==> src/design/ecpr_defines.svh <==
`ifndef ECPR_DEFINES_SVH
`define ECPR_DEFINES_SVH

// ----------------------------------------------------------------------
// register offsets from the port base address
// ----------------------------------------------------------------------
`define ECPR_OFF_DATA 16'h0000
`define ECPR_OFF_STATUS 16'h0001
`define ECPR_OFF_CONTROL 16'h0002
`define ECPR_OFF_QUEUE 16'h0400
`define ECPR_OFF_RESOURCE 16'h0401
`define ECPR_OFF_EXTCTRL 16'h0402

// ----------------------------------------------------------------------
// mode field codes
// ----------------------------------------------------------------------
`define ECPR_MODE_COMPAT 3'h0
`define ECPR_MODE_BYTE 3'h1
`define ECPR_MODE_STDQ 3'h2
`define ECPR_MODE_ECP 3'h3
`define ECPR_MODE_EPP 3'h4
`define ECPR_MODE_RSVD 3'h5
`define ECPR_MODE_TEST 3'h6
`define ECPR_MODE_CONFIG 3'h7

// ----------------------------------------------------------------------
// field positions
// ----------------------------------------------------------------------
`define ECPR_CTL_STROBE 0
`define ECPR_CTL_AUTOFEED 1
`define ECPR_CTL_INIT 2
`define ECPR_CTL_SELIN 3
`define ECPR_CTL_ACKIEN 4
`define ECPR_CTL_DIR 5
`define ECPR_ECR_MODE_HI 7
`define ECPR_ECR_MODE_LO 5
`define ECPR_ECR_ERRDIS 4
`define ECPR_ECR_DMA_ENABLE_BIT 3
`define ECPR_ECR_SVC 2

// ----------------------------------------------------------------------
// reset values and fixed answers
// ----------------------------------------------------------------------
`define ECPR_DATA_RST 8'h00
`define ECPR_CTRL_RST 6'h00
`define ECPR_MODE_RST 3'h0
`define ECPR_SVC_RST 1'b1
`define ECPR_IMPL_INFO 8'h10

// ----------------------------------------------------------------------
// queue sizing and service thresholds
// ----------------------------------------------------------------------
`define ECPR_FIFO_DEPTH 5'h10
`define ECPR_WRITE_THRESHOLD 5'h08
`define ECPR_READ_THRESHOLD 5'h08

`endif

==> src/design/ecpr_pkg.sv <==
package ecpr_pkg;

  typedef logic [2:0] ecpr_mode_t;

  // transfer engine states
  typedef enum logic [4:0] {
    XF_IDLE = 5'b00001,
    XF_SETUP = 5'b00010,
    XF_STROBE = 5'b00100,
    XF_HOLD = 5'b01000,
    XF_REV = 5'b10000
  } ecpr_xfer_e;

  // host bus lines, sampled together
  typedef struct packed {
    logic wr_n;
    logic rd_n;
    logic aen;
    logic [15:0] addr;
    logic [7:0] data;
  } ecpr_host_s;

  // peripheral and system inputs, sampled together
  typedef struct packed {
    logic fault;
    logic select;
    logic paper_error_input;
    logic ack;
    logic busy;
    logic tc;
    logic irq_level;
    logic [7:0] pd;
  } ecpr_pins_s;

endpackage : ecpr_pkg

==> src/design/ecpr_port_regs.sv <==
`timescale 1ns/100ps
`include "ecpr_defines.svh"
module ecpr_port_regs (
  input wire logic clk_i,
  input wire logic reset_n_i,
  input wire logic [15:0] base_addr_i,
  input wire logic [15:0] host_addr_i,
  input wire logic aen_i,
  input wire logic host_read_strobe_n_i,
  input wire logic host_write_strobe_n_i,
  input wire logic [7:0] host_data_i,
  output logic [7:0] host_data_o,
  output logic host_data_oe_n_o,
  input wire logic dma_tc_i,
  input wire logic irq_level_i,
  input wire logic [3:0] irq_sel_i,
  input wire logic [1:0] dma_sel_i,
  input wire logic fault_input_n_i,
  input wire logic select_i,
  input wire logic paper_error_input_i,
  input wire logic acknowledge_input_n_i,
  input wire logic busy_i,
  input wire logic [7:0] port_data_pins_i,
  output logic [7:0] port_data_pins_o,
  output logic port_data_oe_n_o,
  output logic strobe_output_n_o,
  output logic autofeed_output_n_o,
  output logic initialize_output_n_o,
  output logic select_in_output_n_o,
  output logic irq_o
);

  // ----------------------------------------------------------------------
  // functions
  // ----------------------------------------------------------------------
  function automatic logic [2:0] irq_code(input logic [3:0] sel);
    unique case (sel)
      4'hF: irq_code = 3'h6;
      4'hE: irq_code = 3'h5;
      4'hB: irq_code = 3'h4;
      4'hA: irq_code = 3'h3;
      4'h9: irq_code = 3'h2;
      4'h7: irq_code = 3'h1;
      4'h5: irq_code = 3'h7;
      default: irq_code = 3'h0;
    endcase
  endfunction : irq_code

  function automatic logic [2:0] dma_code(input logic [1:0] sel);
    dma_code = {1'b0, sel};
  endfunction : dma_code

  function automatic logic is_pio(input ecpr_pkg::ecpr_mode_t m);
    is_pio = (m == `ECPR_MODE_COMPAT) || (m == `ECPR_MODE_BYTE);
  endfunction : is_pio

  // ----------------------------------------------------------------------
  // input synchronisers
  // ----------------------------------------------------------------------
  ecpr_pkg::ecpr_host_s host_in;
  ecpr_pkg::ecpr_host_s host_s1;
  ecpr_pkg::ecpr_host_s host_s2;
  ecpr_pkg::ecpr_pins_s pins_in;
  ecpr_pkg::ecpr_pins_s pins_s1;
  ecpr_pkg::ecpr_pins_s pins_s2;
  logic wr_d_r;
  logic rd_d_r;
  logic ack_d_r;

  assign host_in = '{wr_n: host_write_strobe_n_i, rd_n: host_read_strobe_n_i, aen: aen_i,
                     addr: host_addr_i, data: host_data_i};
  assign pins_in = '{fault: fault_input_n_i, select: select_i, paper_error_input: paper_error_input_i,
                     ack: acknowledge_input_n_i, busy: busy_i, tc: dma_tc_i,
                     irq_level: irq_level_i, pd: port_data_pins_i};

  always_ff @(posedge clk_i or negedge reset_n_i) begin
    if (!reset_n_i) begin
      host_s1 <= '{wr_n: 1'b1, rd_n: 1'b1, aen: 1'b1, addr: 16'h0000, data: 8'h00};
      host_s2 <= '{wr_n: 1'b1, rd_n: 1'b1, aen: 1'b1, addr: 16'h0000, data: 8'h00};
      // acknowledge starts at its idle high level, so release gives no false edge
      pins_s1 <= '{ack: 1'b1, default: '0};
      pins_s2 <= '{ack: 1'b1, default: '0};
      wr_d_r <= 1'b1;
      rd_d_r <= 1'b1;
      ack_d_r <= 1'b1;
    end else begin
      host_s1 <= host_in;
      host_s2 <= host_s1;
      pins_s1 <= pins_in;
      pins_s2 <= pins_s1;
      wr_d_r <= host_s2.wr_n;
      rd_d_r <= host_s2.rd_n;
      ack_d_r <= pins_s2.ack;
    end
  end

  // ----------------------------------------------------------------------
  // address decode
  // ----------------------------------------------------------------------
  logic [7:0] data_r;
  logic [5:0] ctrl_r;
  ecpr_pkg::ecpr_mode_t mode_r;
  logic err_dis_r;
  logic dma_en_r;
  logic svc_r;
  logic [4:0] cnt_r;
  logic [7:0] last_byte_r;
  logic [8:0] mem_q;

  wire [15:0] off = host_s2.addr - base_addr_i;
  wire hit = ~host_s2.aen;
  wire sel_data = hit && (off == `ECPR_OFF_DATA);
  wire sel_status = hit && (off == `ECPR_OFF_STATUS);
  wire sel_ctrl = hit && (off == `ECPR_OFF_CONTROL);
  wire sel_queue = hit && (off == `ECPR_OFF_QUEUE);
  wire sel_res = hit && (off == `ECPR_OFF_RESOURCE);
  wire sel_ecr = hit && (off == `ECPR_OFF_EXTCTRL);
  // write data is taken on the rising edge of the write strobe
  wire wr_ev = host_s2.wr_n & ~wr_d_r;
  wire rd_ev = host_s2.rd_n & ~rd_d_r;
  wire rd_act = ~host_s2.rd_n & hit;

  wire m_pio = is_pio(mode_r);
  wire m_stdq = (mode_r == `ECPR_MODE_STDQ);
  wire m_ecp = (mode_r == `ECPR_MODE_ECP);
  wire m_test = (mode_r == `ECPR_MODE_TEST);
  wire m_cfg = (mode_r == `ECPR_MODE_CONFIG);
  wire hs_mode = m_stdq | m_ecp;
  // direction ignored in modes 000 and 010
  wire dir_eff = ((mode_r == `ECPR_MODE_COMPAT) || m_stdq) ? 1'b0 : ctrl_r[`ECPR_CTL_DIR];

  wire full = (cnt_r == `ECPR_FIFO_DEPTH);
  wire empty = (cnt_r == 5'h00);
  wire [4:0] free = `ECPR_FIFO_DEPTH - cnt_r;

  // ----------------------------------------------------------------------
  // read multiplexer
  // ----------------------------------------------------------------------
  // status layout
  wire [7:0] status_val = {~pins_s2.busy, pins_s2.ack, pins_s2.paper_error_input, pins_s2.select, pins_s2.fault, 3'h0};
  wire [7:0] res_val = {1'b0, pins_s2.irq_level, irq_code(irq_sel_i), dma_code(dma_sel_i)};
  wire [7:0] ecr_val = {mode_r, err_dis_r, dma_en_r, svc_r, full, empty};
  // underrun rereads the last byte taken
  wire [7:0] queue_val = empty ? last_byte_r : mem_q[7:0];
  wire [7:0] data_val = pins_s2.pd;
  wire [7:0] rd_mux = (sel_data && m_pio) ? data_val :
                      sel_status ? status_val :
                      sel_ctrl ? {2'b00, ctrl_r} :
                      (sel_queue && m_cfg) ? `ECPR_IMPL_INFO :
                      (sel_queue && (hs_mode || m_test)) ? queue_val :
                      (sel_res && m_cfg) ? res_val :
                      sel_ecr ? ecr_val : 8'h00;
  wire rd_mapped = sel_data | sel_status | sel_ctrl | sel_queue | sel_res | sel_ecr;

  // ----------------------------------------------------------------------
  // queue control
  // ----------------------------------------------------------------------
  ecpr_pkg::ecpr_xfer_e xf_r;
  ecpr_pkg::ecpr_xfer_e xf_nxt;
  logic [3:0] wr_ptr_r;
  logic [3:0] rd_ptr_r;
  logic [6:0] rle_cnt_r;
  logic rle_arm_r;
  logic [7:0] rep_left_r;
  logic [7:0] rep_byte_r;
  logic [7:0] xfer_byte_r;
  logic tag_r;

  wire host_push = wr_ev && ((sel_queue && (m_stdq || m_test || (m_ecp && !dir_eff)))
                             || (sel_data && m_ecp && !dir_eff));
  wire host_tag = sel_data;
  // host pops in ECP reverse and test mode
  wire host_pop = rd_ev && sel_queue && ((m_ecp && dir_eff) || m_test);
  wire rev_cap = (xf_r == ecpr_pkg::XF_IDLE) && m_ecp && dir_eff && !pins_s2.ack
                 && (rep_left_r == 8'h00) && !full;
  wire cap_cmd = ~pins_s2.busy;
  // a command byte below 0x80 is a repeat count
  wire cap_rle = rev_cap && cap_cmd && !pins_s2.pd[7];
  wire cap_rep = rev_cap && !cap_cmd && rle_arm_r;
  wire cap_push = rev_cap && !cap_rle && !cap_rep;
  wire rep_push = (rep_left_r != 8'h00) && !full;
  wire fwd_pop = (xf_r == ecpr_pkg::XF_STROBE) && pins_s2.busy;
  wire push_req = host_push | cap_push | rep_push;
  wire [8:0] push_word = host_push ? {host_tag, host_s2.data} :
                         cap_push ? {cap_cmd, pins_s2.pd} : {1'b0, rep_byte_r};
  // never stall; refuse only what cannot fit or is missing
  wire push_ok = push_req && !full;
  wire pop_ok = (host_pop || fwd_pop) && !empty;
  // compatibility and byte modes hold the queue in reset
  wire fifo_clr = m_pio;
  wire [4:0] cnt_nxt = fifo_clr ? 5'h00 : cnt_r + {4'h0, push_ok} - {4'h0, pop_ok};

  ecpr_fifo_mem u_mem (
    .clk_i(clk_i),
    .reset_n_i(reset_n_i),
    .wr_en_i(push_ok),
    .wr_addr_i(wr_ptr_r),
    .wr_data_i(push_word),
    .rd_addr_i(rd_ptr_r),
    .rd_data_o(mem_q)
  );

  always_ff @(posedge clk_i or negedge reset_n_i) begin
    if (!reset_n_i) begin
      wr_ptr_r <= 4'h0;
      rd_ptr_r <= 4'h0;
      cnt_r <= 5'h00;
      last_byte_r <= 8'h00;
    end else begin
      wr_ptr_r <= fifo_clr ? 4'h0 : wr_ptr_r + {3'h0, push_ok};
      rd_ptr_r <= fifo_clr ? 4'h0 : rd_ptr_r + {3'h0, pop_ok};
      cnt_r <= cnt_nxt;
      if (host_pop && !empty) begin
        last_byte_r <= mem_q[7:0];
      end
    end
  end

  // ----------------------------------------------------------------------
  // line handshake engine
  // ----------------------------------------------------------------------
  always_comb begin
    xf_nxt = xf_r;
    unique case (xf_r)
      ecpr_pkg::XF_IDLE: begin
        if (hs_mode && !dir_eff && !empty) begin
          xf_nxt = ecpr_pkg::XF_SETUP;
        end else if (rev_cap) begin
          xf_nxt = ecpr_pkg::XF_REV;
        end
      end
      ecpr_pkg::XF_SETUP: xf_nxt = ecpr_pkg::XF_STROBE;
      ecpr_pkg::XF_STROBE: if (pins_s2.busy) xf_nxt = ecpr_pkg::XF_HOLD;
      ecpr_pkg::XF_HOLD: if (!pins_s2.busy) xf_nxt = ecpr_pkg::XF_IDLE;
      ecpr_pkg::XF_REV: if (pins_s2.ack) xf_nxt = ecpr_pkg::XF_IDLE;
    endcase
    // leaving a transfer mode drops the handshake at once
    if (!hs_mode) begin
      xf_nxt = ecpr_pkg::XF_IDLE;
    end
  end

  always_ff @(posedge clk_i or negedge reset_n_i) begin
    if (!reset_n_i) begin
      xf_r <= ecpr_pkg::XF_IDLE;
      xfer_byte_r <= 8'h00;
      tag_r <= 1'b0;
    end else begin
      xf_r <= xf_nxt;
      if (xf_r == ecpr_pkg::XF_SETUP) begin
        xfer_byte_r <= mem_q[7:0];
        tag_r <= mem_q[8];
      end
    end
  end

  always_ff @(posedge clk_i or negedge reset_n_i) begin
    if (!reset_n_i) begin
      rle_cnt_r <= 7'h00;
      rle_arm_r <= 1'b0;
      rep_left_r <= 8'h00;
      rep_byte_r <= 8'h00;
    end else if (fifo_clr) begin
      rle_arm_r <= 1'b0;
      rep_left_r <= 8'h00;
    end else if (cap_rle) begin
      rle_cnt_r <= pins_s2.pd[6:0];
      rle_arm_r <= 1'b1;
    end else if (cap_rep) begin
      rep_left_r <= {1'b0, rle_cnt_r} + 8'h01;
      rep_byte_r <= pins_s2.pd;
      rle_arm_r <= 1'b0;
    end else if (rep_push) begin
      rep_left_r <= rep_left_r - 8'h01;
    end
  end

  // ----------------------------------------------------------------------
  // register writes
  // ----------------------------------------------------------------------
  wire [2:0] mode_wr = host_s2.data[`ECPR_ECR_MODE_HI:`ECPR_ECR_MODE_LO];
  // from a transfer mode only the two plain modes may be entered
  wire mode_ok = m_pio || is_pio(mode_wr);
  wire svc_set = !svc_r && (hs_mode || m_test)
                 && ((dma_en_r && pins_s2.tc)
                     || (!dma_en_r && !dir_eff && (free >= `ECPR_WRITE_THRESHOLD))
                     || (!dma_en_r && dir_eff && (cnt_r >= `ECPR_READ_THRESHOLD)));

  always_ff @(posedge clk_i or negedge reset_n_i) begin
    if (!reset_n_i) begin
      data_r <= `ECPR_DATA_RST;
      ctrl_r <= `ECPR_CTRL_RST;
      mode_r <= `ECPR_MODE_RST;
      err_dis_r <= 1'b0;
      dma_en_r <= 1'b0;
      svc_r <= `ECPR_SVC_RST;
    end else begin
      if (wr_ev && sel_data && m_pio) begin
        data_r <= host_s2.data;
      end
      if (wr_ev && sel_ctrl) begin
        ctrl_r[4:0] <= host_s2.data[4:0];
        // direction changes only in byte mode
        if (mode_r == `ECPR_MODE_BYTE) begin
          ctrl_r[`ECPR_CTL_DIR] <= host_s2.data[`ECPR_CTL_DIR];
        end
      end
      if (wr_ev && sel_ecr) begin
        if (mode_ok) begin
          mode_r <= mode_wr;
        end
        err_dis_r <= host_s2.data[`ECPR_ECR_ERRDIS];
        dma_en_r <= host_s2.data[`ECPR_ECR_DMA_ENABLE_BIT];
      end
      // set wins over a software clear in the same cycle
      if (svc_set) begin
        svc_r <= 1'b1;
      end else if (wr_ev && sel_ecr) begin
        svc_r <= host_s2.data[`ECPR_ECR_SVC];
      end
    end
  end

  // ----------------------------------------------------------------------
  // output registers
  // ----------------------------------------------------------------------
  wire ack_rise = pins_s2.ack & ~ack_d_r;
  // tag shown only once the new byte is loaded; avoids a stale-tag glitch in setup
  wire fwd_act = ((xf_r == ecpr_pkg::XF_STROBE) || (xf_r == ecpr_pkg::XF_HOLD)) && !dir_eff;
  wire [7:0] pd_nxt = (hs_mode && !dir_eff) ? xfer_byte_r : m_test ? mem_q[7:0] : data_r;
  wire strobe_nxt = hs_mode ? (xf_r != ecpr_pkg::XF_STROBE) : ~ctrl_r[`ECPR_CTL_STROBE];
  wire afd_nxt = m_ecp ? (dir_eff ? (xf_r == ecpr_pkg::XF_REV) : ~(tag_r && fwd_act))
                       : ~ctrl_r[`ECPR_CTL_AUTOFEED];

  always_ff @(posedge clk_i or negedge reset_n_i) begin
    if (!reset_n_i) begin
      host_data_o <= 8'h00;
      host_data_oe_n_o <= 1'b1;
      port_data_pins_o <= `ECPR_DATA_RST;
      port_data_oe_n_o <= 1'b0;
      strobe_output_n_o <= 1'b1;
      autofeed_output_n_o <= 1'b1;
      initialize_output_n_o <= 1'b0;
      select_in_output_n_o <= 1'b1;
      irq_o <= 1'b0;
    end else begin
      host_data_o <= rd_act ? rd_mux : 8'h00;
      host_data_oe_n_o <= ~(rd_act && rd_mapped);
      // pins show register, transfer byte or queue head
      port_data_pins_o <= pd_nxt;
      // direction bit releases the data pins
      port_data_oe_n_o <= dir_eff;
      strobe_output_n_o <= strobe_nxt;
      autofeed_output_n_o <= afd_nxt;
      initialize_output_n_o <= ctrl_r[`ECPR_CTL_INIT];
      select_in_output_n_o <= ~ctrl_r[`ECPR_CTL_SELIN];
      irq_o <= ctrl_r[`ECPR_CTL_ACKIEN] & ack_rise;
    end
  end
endmodule : ecpr_port_regs

==> src/design/ecpr_fifo_mem.sv <==
`timescale 1ns/100ps
module ecpr_fifo_mem (
  input wire logic clk_i,
  input wire logic reset_n_i,
  input wire logic wr_en_i,
  input wire logic [3:0] wr_addr_i,
  input wire logic [8:0] wr_data_i,
  input wire logic [3:0] rd_addr_i,
  output logic [8:0] rd_data_o
);

  logic [8:0] mem_r [16];

  always_ff @(posedge clk_i) begin
    if (wr_en_i) begin
      mem_r[wr_addr_i] <= wr_data_i;
    end
  end

  // read data registered; one cycle after the address settles
  always_ff @(posedge clk_i or negedge reset_n_i) begin
    if (!reset_n_i) begin
      rd_data_o <= 9'h000;
    end else begin
      rd_data_o <= mem_r[rd_addr_i];
    end
  end

endmodule : ecpr_fifo_mem

==> config.mk <==
export PLATFORM = sky130hd
export DESIGN_NAME = ecpr_port_regs
export DESIGN_NICKNAME = d
export VERILOG_FILES = /design/src/design/ecpr_pkg.sv /design/src/design/ecpr_port_regs.sv /design/src/design/ecpr_fifo_mem.sv
export VERILOG_INCLUDE_DIRS = /design/src /design/src/design
export SDC_FILE = /design/constraint.sdc
export NUM_CORES = 1
export LEC_CHECK = 0
export BUFFER_PORTS_ARGS = -buffer_cell sky130_fd_sc_hd__buf_2
export CAP_MARGIN = 0
export CORE_ASPECT_RATIO = 0.75
export CORE_MARGIN = 8
export CORE_UTILIZATION = 25
export DETAILED_ROUTE_END_ITERATION = 16
export SETUP_SLACK_MARGIN = 0.5
export SLEW_MARGIN = 10
export SYNTH_ARGS = -nofsm -noshare
export SYNTH_HDL_FRONTEND = slang
export SYNTH_SLANG_ARGS = --single-unit
==> constraint.sdc <==
create_clock -name clk_i -period 11.75 [get_ports clk_i]
set_clock_uncertainty 0.2 [all_clocks]
set_input_delay 1.175 -clock clk_i [delete_from_list [all_inputs] [get_ports clk_i]]
set_output_delay 1.175 -clock clk_i [all_outputs]
set_load 0.01 [all_outputs]
==> results.md <==
Detailed routing:
- For this run, the detailed router's first-pass iteration total came to 7.
- The average routed wire per standard cell is roughly 18 um.
- The number of routed nets with antenna violations is 0.
- The post-detailed-routing wire length is between 30000 and 40000 um.
- The detailed router's first-iteration violation count is roughly 1000.
- In the routed design, unresolved DRC markers number 0.
- Detailed routing inserted a total of 9264 vias.
- The via-per-instance ratio is roughly 4.7.

Setup path:
- The worst path buffer plus inverter count is 4.
- The element type at the critical path start is an input port.
- The worst setup path is of the input port to flip-flop kind.
- In this run the critical register-to-register path is launched from host_s2[18].
- The required time of the critical path is ~12 ns.
- Data arrives at the worst endpoint at 6.27 ns.
- The most critical setup path has its endpoint at cnt_r[4].
- In this run the critical register-to-register path is captured at cnt_r[4].
- Counting buffers and inverters, the worst setup path is 21 cells deep.
- The slowest stage of the critical path belongs to the cell sky130_fd_sc_hd__or3_1.
- The biggest fanout along the worst timing path is 26.
- The worst-case register-to-register setup slack is between 6 and 7 ns.
- On the worst path, the slowest cell contributes a delay of ~0.92 ns.
- The kind of cell adding the most delay to the critical path is simple AND/OR/NAND/NOR gates.
- Traced cell by cell, the critical path runs through buf_2 > inv_1 > ha_1 > a21o_1 > a311o_1 > o21ai_1 > o311ai_0 > a311oi_1 > nand4_2 > or3_1 > a21o_1 > ha_1 > inv_1 > ha_1 > inv_1 > fa_1 > nor2_1 > nor2_1 > nor2_1 > or3_1 > a21oi_1.
- Tracing the worst setup path back leads to its startpoint at base_addr_i[10].
- The logic depth of the worst register-to-register path is 19.
- STA classifies the critical path endpoint as a flip-flop.

Global route:
- The largest net degree at the start of global routing is 120.
- The first global-routing pass estimated 56000 um of wire.
- The via count of the first global-routing pass came to just over 9000.
- The initial antenna violation count was 7.
- Global routing finished with a remaining overflow of 0.
- The overall global routing resource usage is 0.107.

Synth:
- The proportion of register bits with asynchronous set or reset after synthesis is 0.579.
- The most numerous cell in the Yosys netlist is sky130_fd_sc_hd__dfrtp_1.
- The share of synthesized area in the top cell type comes to 0.309.
- The library cell with the largest summed area after synthesis is sky130_fd_sc_hd__dfrtp_1.
- The net count after synthesis is about 1200.
- In the post-synthesis netlist, the biggest area contributors are sky130_fd_sc_hd__dfrtp_1 31%, sky130_fd_sc_hd__edfxtp_1 29%, sky130_fd_sc_hd__mux4_2 6.9%, sky130_fd_sc_hd__mux2_2 3.7%, sky130_fd_sc_hd__dfstp_2 3.0%.
- The instance count of the mapped netlist is roughly 1100.
- The primary flip-flop cell chosen by synthesis mapping is sky130_fd_sc_hd__dfrtp_1.
- The yosys synthesis warning count is 0.
- The count of distinct cell types in the synthesized netlist is 74.
- Counting flops with a built-in enable in the synthesized netlist gives approximately 140.
- The synthesized netlist occupies a cell area of about 15000 um^2.
- The commonest cells after synthesis are 181 x sky130_fd_sc_hd__dfrtp_1, 144 x sky130_fd_sc_hd__edfxtp_1, 72 x sky130_fd_sc_hd__nand2_1.
- The synthesized area per cell is around 14 um^2.
- The post-synthesis register bit count is approximately 340.
- The share of the Yosys chip area taken by registers is 0.634.

Placement:
- In this run, placement finished with an instance count of around 1900.
- The quantity of I/O buffers inserted on ports is slightly below 90.
- Detailed placement finished with a half-perimeter wire length of 25300 um.
- The routability-driven placement congestion ratio is 0.883.

Power and ir drop:
- The largest vdd supply drop is 0.0000867 V.
- The portion of total power attributed to the clock network is 0.366.
- The share of total power dissipated in combinational logic is 0.151.
- The internal power component is 2.30 mW.
- The analysis attributes to cell leakage a power of approximately 6.7 nW.
- The part of the total power dissipated in sequential elements is 0.483.
- The power per cell area is roughly 180 nW/um^2.
- The switching part of the total power is 0.271.
- The power spent charging and discharging nets is ~0.85 mW.

CTS:
- The buffer cell driving the clock tree root is sky130_fd_sc_hd__clkbuf_16.
- The count of clock tree sinks is between 300 and 400.
- The buffer depth of the longest clock path is 3.
- The number of buffers added for setup after CTS is 0.
- TritonCTS built the clock tree.
- In this run, post-CTS hold repair placed 0 buffers.
- Once the clock tree was built, the resizer swapped 0 gates to a different size.
- The number of clock buffers added by TritonCTS is 35.
- In this run the number of H-tree levels came out at 2.
- The clock latency on the worst-skew pair is 0.55 ns.
- Clock-pin slew was measured on the worst setup and hold paths at 0.06 ns.

Final layout:
- The non-filler instance count after layout is roughly 2000.
- The filler cell count in the final layout is 5835.
- The growth of design area from synthesis to finish is 17.5%.
- At the end of the flow, the number of nets in the layout was about 1200.
- The share of cells above drive strength 1 is 0.243.

Timing:
- Setup violations remaining at the end of the flow were counted as 0.
- Setup total negative slack on the finished layout was measured at 0 ns.
- The final hold violation count is 0.
- The smallest clock period supported by the final layout is computed as slightly above 6 ns.
- The final number of max-transition violations is 0.
- The relative slew slack is 0.156.
- Static timing analysis puts the maximum clock frequency at 0.165 GHz.
- For the pin with the worst max-slew slack, the measured transition is roughly 1.3 ns.
- The final hold slack is between 0.1 and 0.15 ns.
- Setup repair after global routing left no endpoint under its margin.
- Of the available clock period, the critical path in the final layout requires 0.515.

Die:
- The floorplan die width is around 300 um.
- slightly below 90 I/O pins were placed.
- The die covers between 60000 and 70000 um^2.
- For this configuration, the core starts out at a cell density of 0.251.
- Measured along the y axis, the die boundary spans 226 um.
- The floorplan has 77 rows.
- The core area is slightly below 60000 um^2.

Outcome:
- The run finished with clean final reports.

Min path:
- The class of the worst hold path is flip-flop to flip-flop.

Run:
- The number of max-capacitance violations reported is 0.
power by group through the flow:
stage	Sequential, mW	Combinational, mW	Clock [mW]
4_1_cts	1.52	0.477	1.19
2_1_floorplan	1.51	0.339	0
5_1_grt	1.54	0.534	1.24
3_3_place_gp	1.53	0.466	0
3_5_place_dp	1.54	0.473	0
6_report	1.52	0.475	1.15
state kept, by name, indices dropped and copies added (netlist names), 6 cells and up:
register / cells
u_mem.mem_r: 144
host_s1: 27
host_s2: 27
pins_s1: 15
u_mem.rd_data_o: 9
data_r: 8
data_val: 8
host_data_o: 8
last_byte_r: 8
port_data_pins_o: 8
rep_byte_r: 8
rep_left_r: 8
xfer_byte_r: 8
pins_s2: 7
rle_cnt_r: 7
ctrl_r: 6
stage by stage:
step | utilization | setup WS (ns) | instance area [um^2] | power, mW
after global placement | 0.273 | 5.36 | 16000 | 2.00
after detailed placement | 0.273 | 5.31 | 16000 | 2.02
final | 0.295 | 5.70 | 17300 | 3.15
after floorplan | - | 6.36 | 14700 | 1.85
after global routing | 0.295 | 5.33 | 17200 | 3.31
after CTS | 0.295 | 5.86 | 17200 | 3.19
routing by layer:
metal  share of wire  track usage  vias to the layer above
li1                -            -                     4133
met1            0.47        0.163                     4693
met2            0.42        0.149                      362
met3           0.087       0.0255                       66
met4           0.018       0.0256                       10
met5          0.0017      0.00517                        -
area by class of cell:
cell class                      count  area [um^2]  share of cell area
Antenna cell                        2         5.00            0.000290
Tap cell                          790          988              0.0573
Inverter                           41          154             0.00892
Clock inverter                     15          200              0.0116
Multi-Input combinational cell    621         5050               0.293
Clock buffer                       49         1030              0.0597
Sequential cell                   342         9300               0.539
Timing Repair Buffer               98          524              0.0304
logic make-up (layout without fill, tap and decap cells):
group                      count (synthesis)  after routing  share of synthesized area
DFF                                      342            342                      0.634
buffers and inverters                     94            203                     0.0251
xor gates and xnor gates                  20             20                     0.0119
and+or+nand+nor                          272            272                     0.0968
other                                      0              2                          0
muxes                                    114            114                      0.120
adders and majority gates                 35             35                     0.0309
AOI/OAI and AO/OA                        180            180                     0.0815
how the worst min path moves through the flow:
stage                startpoint           to  depth (start not counted)
global route        host_s1[17]  host_s2[17]                          0
global placement    host_s1[23]  host_s2[23]                          0
detailed placement   host_s1[7]   host_s2[7]                          0
CTS                  host_s1[7]   host_s2[7]                          0
finish               host_s1[9]   host_s2[9]                          0
floorplan            pins_s1[0]  data_val[0]                          0
layout by cell type (no fill, tap or decap), types with 12 or more instances in the layout:
cell type and instances:
sky130_fd_sc_hd__nand4_1 13, sky130_fd_sc_hd__dfstp_2 17, sky130_fd_sc_hd__mux4_2 45, sky130_fd_sc_hd__nor3_1 20, sky130_fd_sc_hd__inv_1 41, sky130_fd_sc_hd__nor2_1 53
sky130_fd_sc_hd__nand3_1 21, sky130_fd_sc_hd__mux2i_1 19, sky130_fd_sc_hd__a21oi_1 50, sky130_fd_sc_hd__dfrtp_1 180, sky130_fd_sc_hd__o21ai_0 34, sky130_fd_sc_hd__buf_2 87
sky130_fd_sc_hd__mux2_2 48, sky130_fd_sc_hd__nand2_1 72, sky130_fd_sc_hd__clkbuf_16 36, sky130_fd_sc_hd__ha_1 33, sky130_fd_sc_hd__edfxtp_1 144, sky130_fd_sc_hd__nor2b_1 12
No activity file was read; power rests on OpenSTA's default activity.
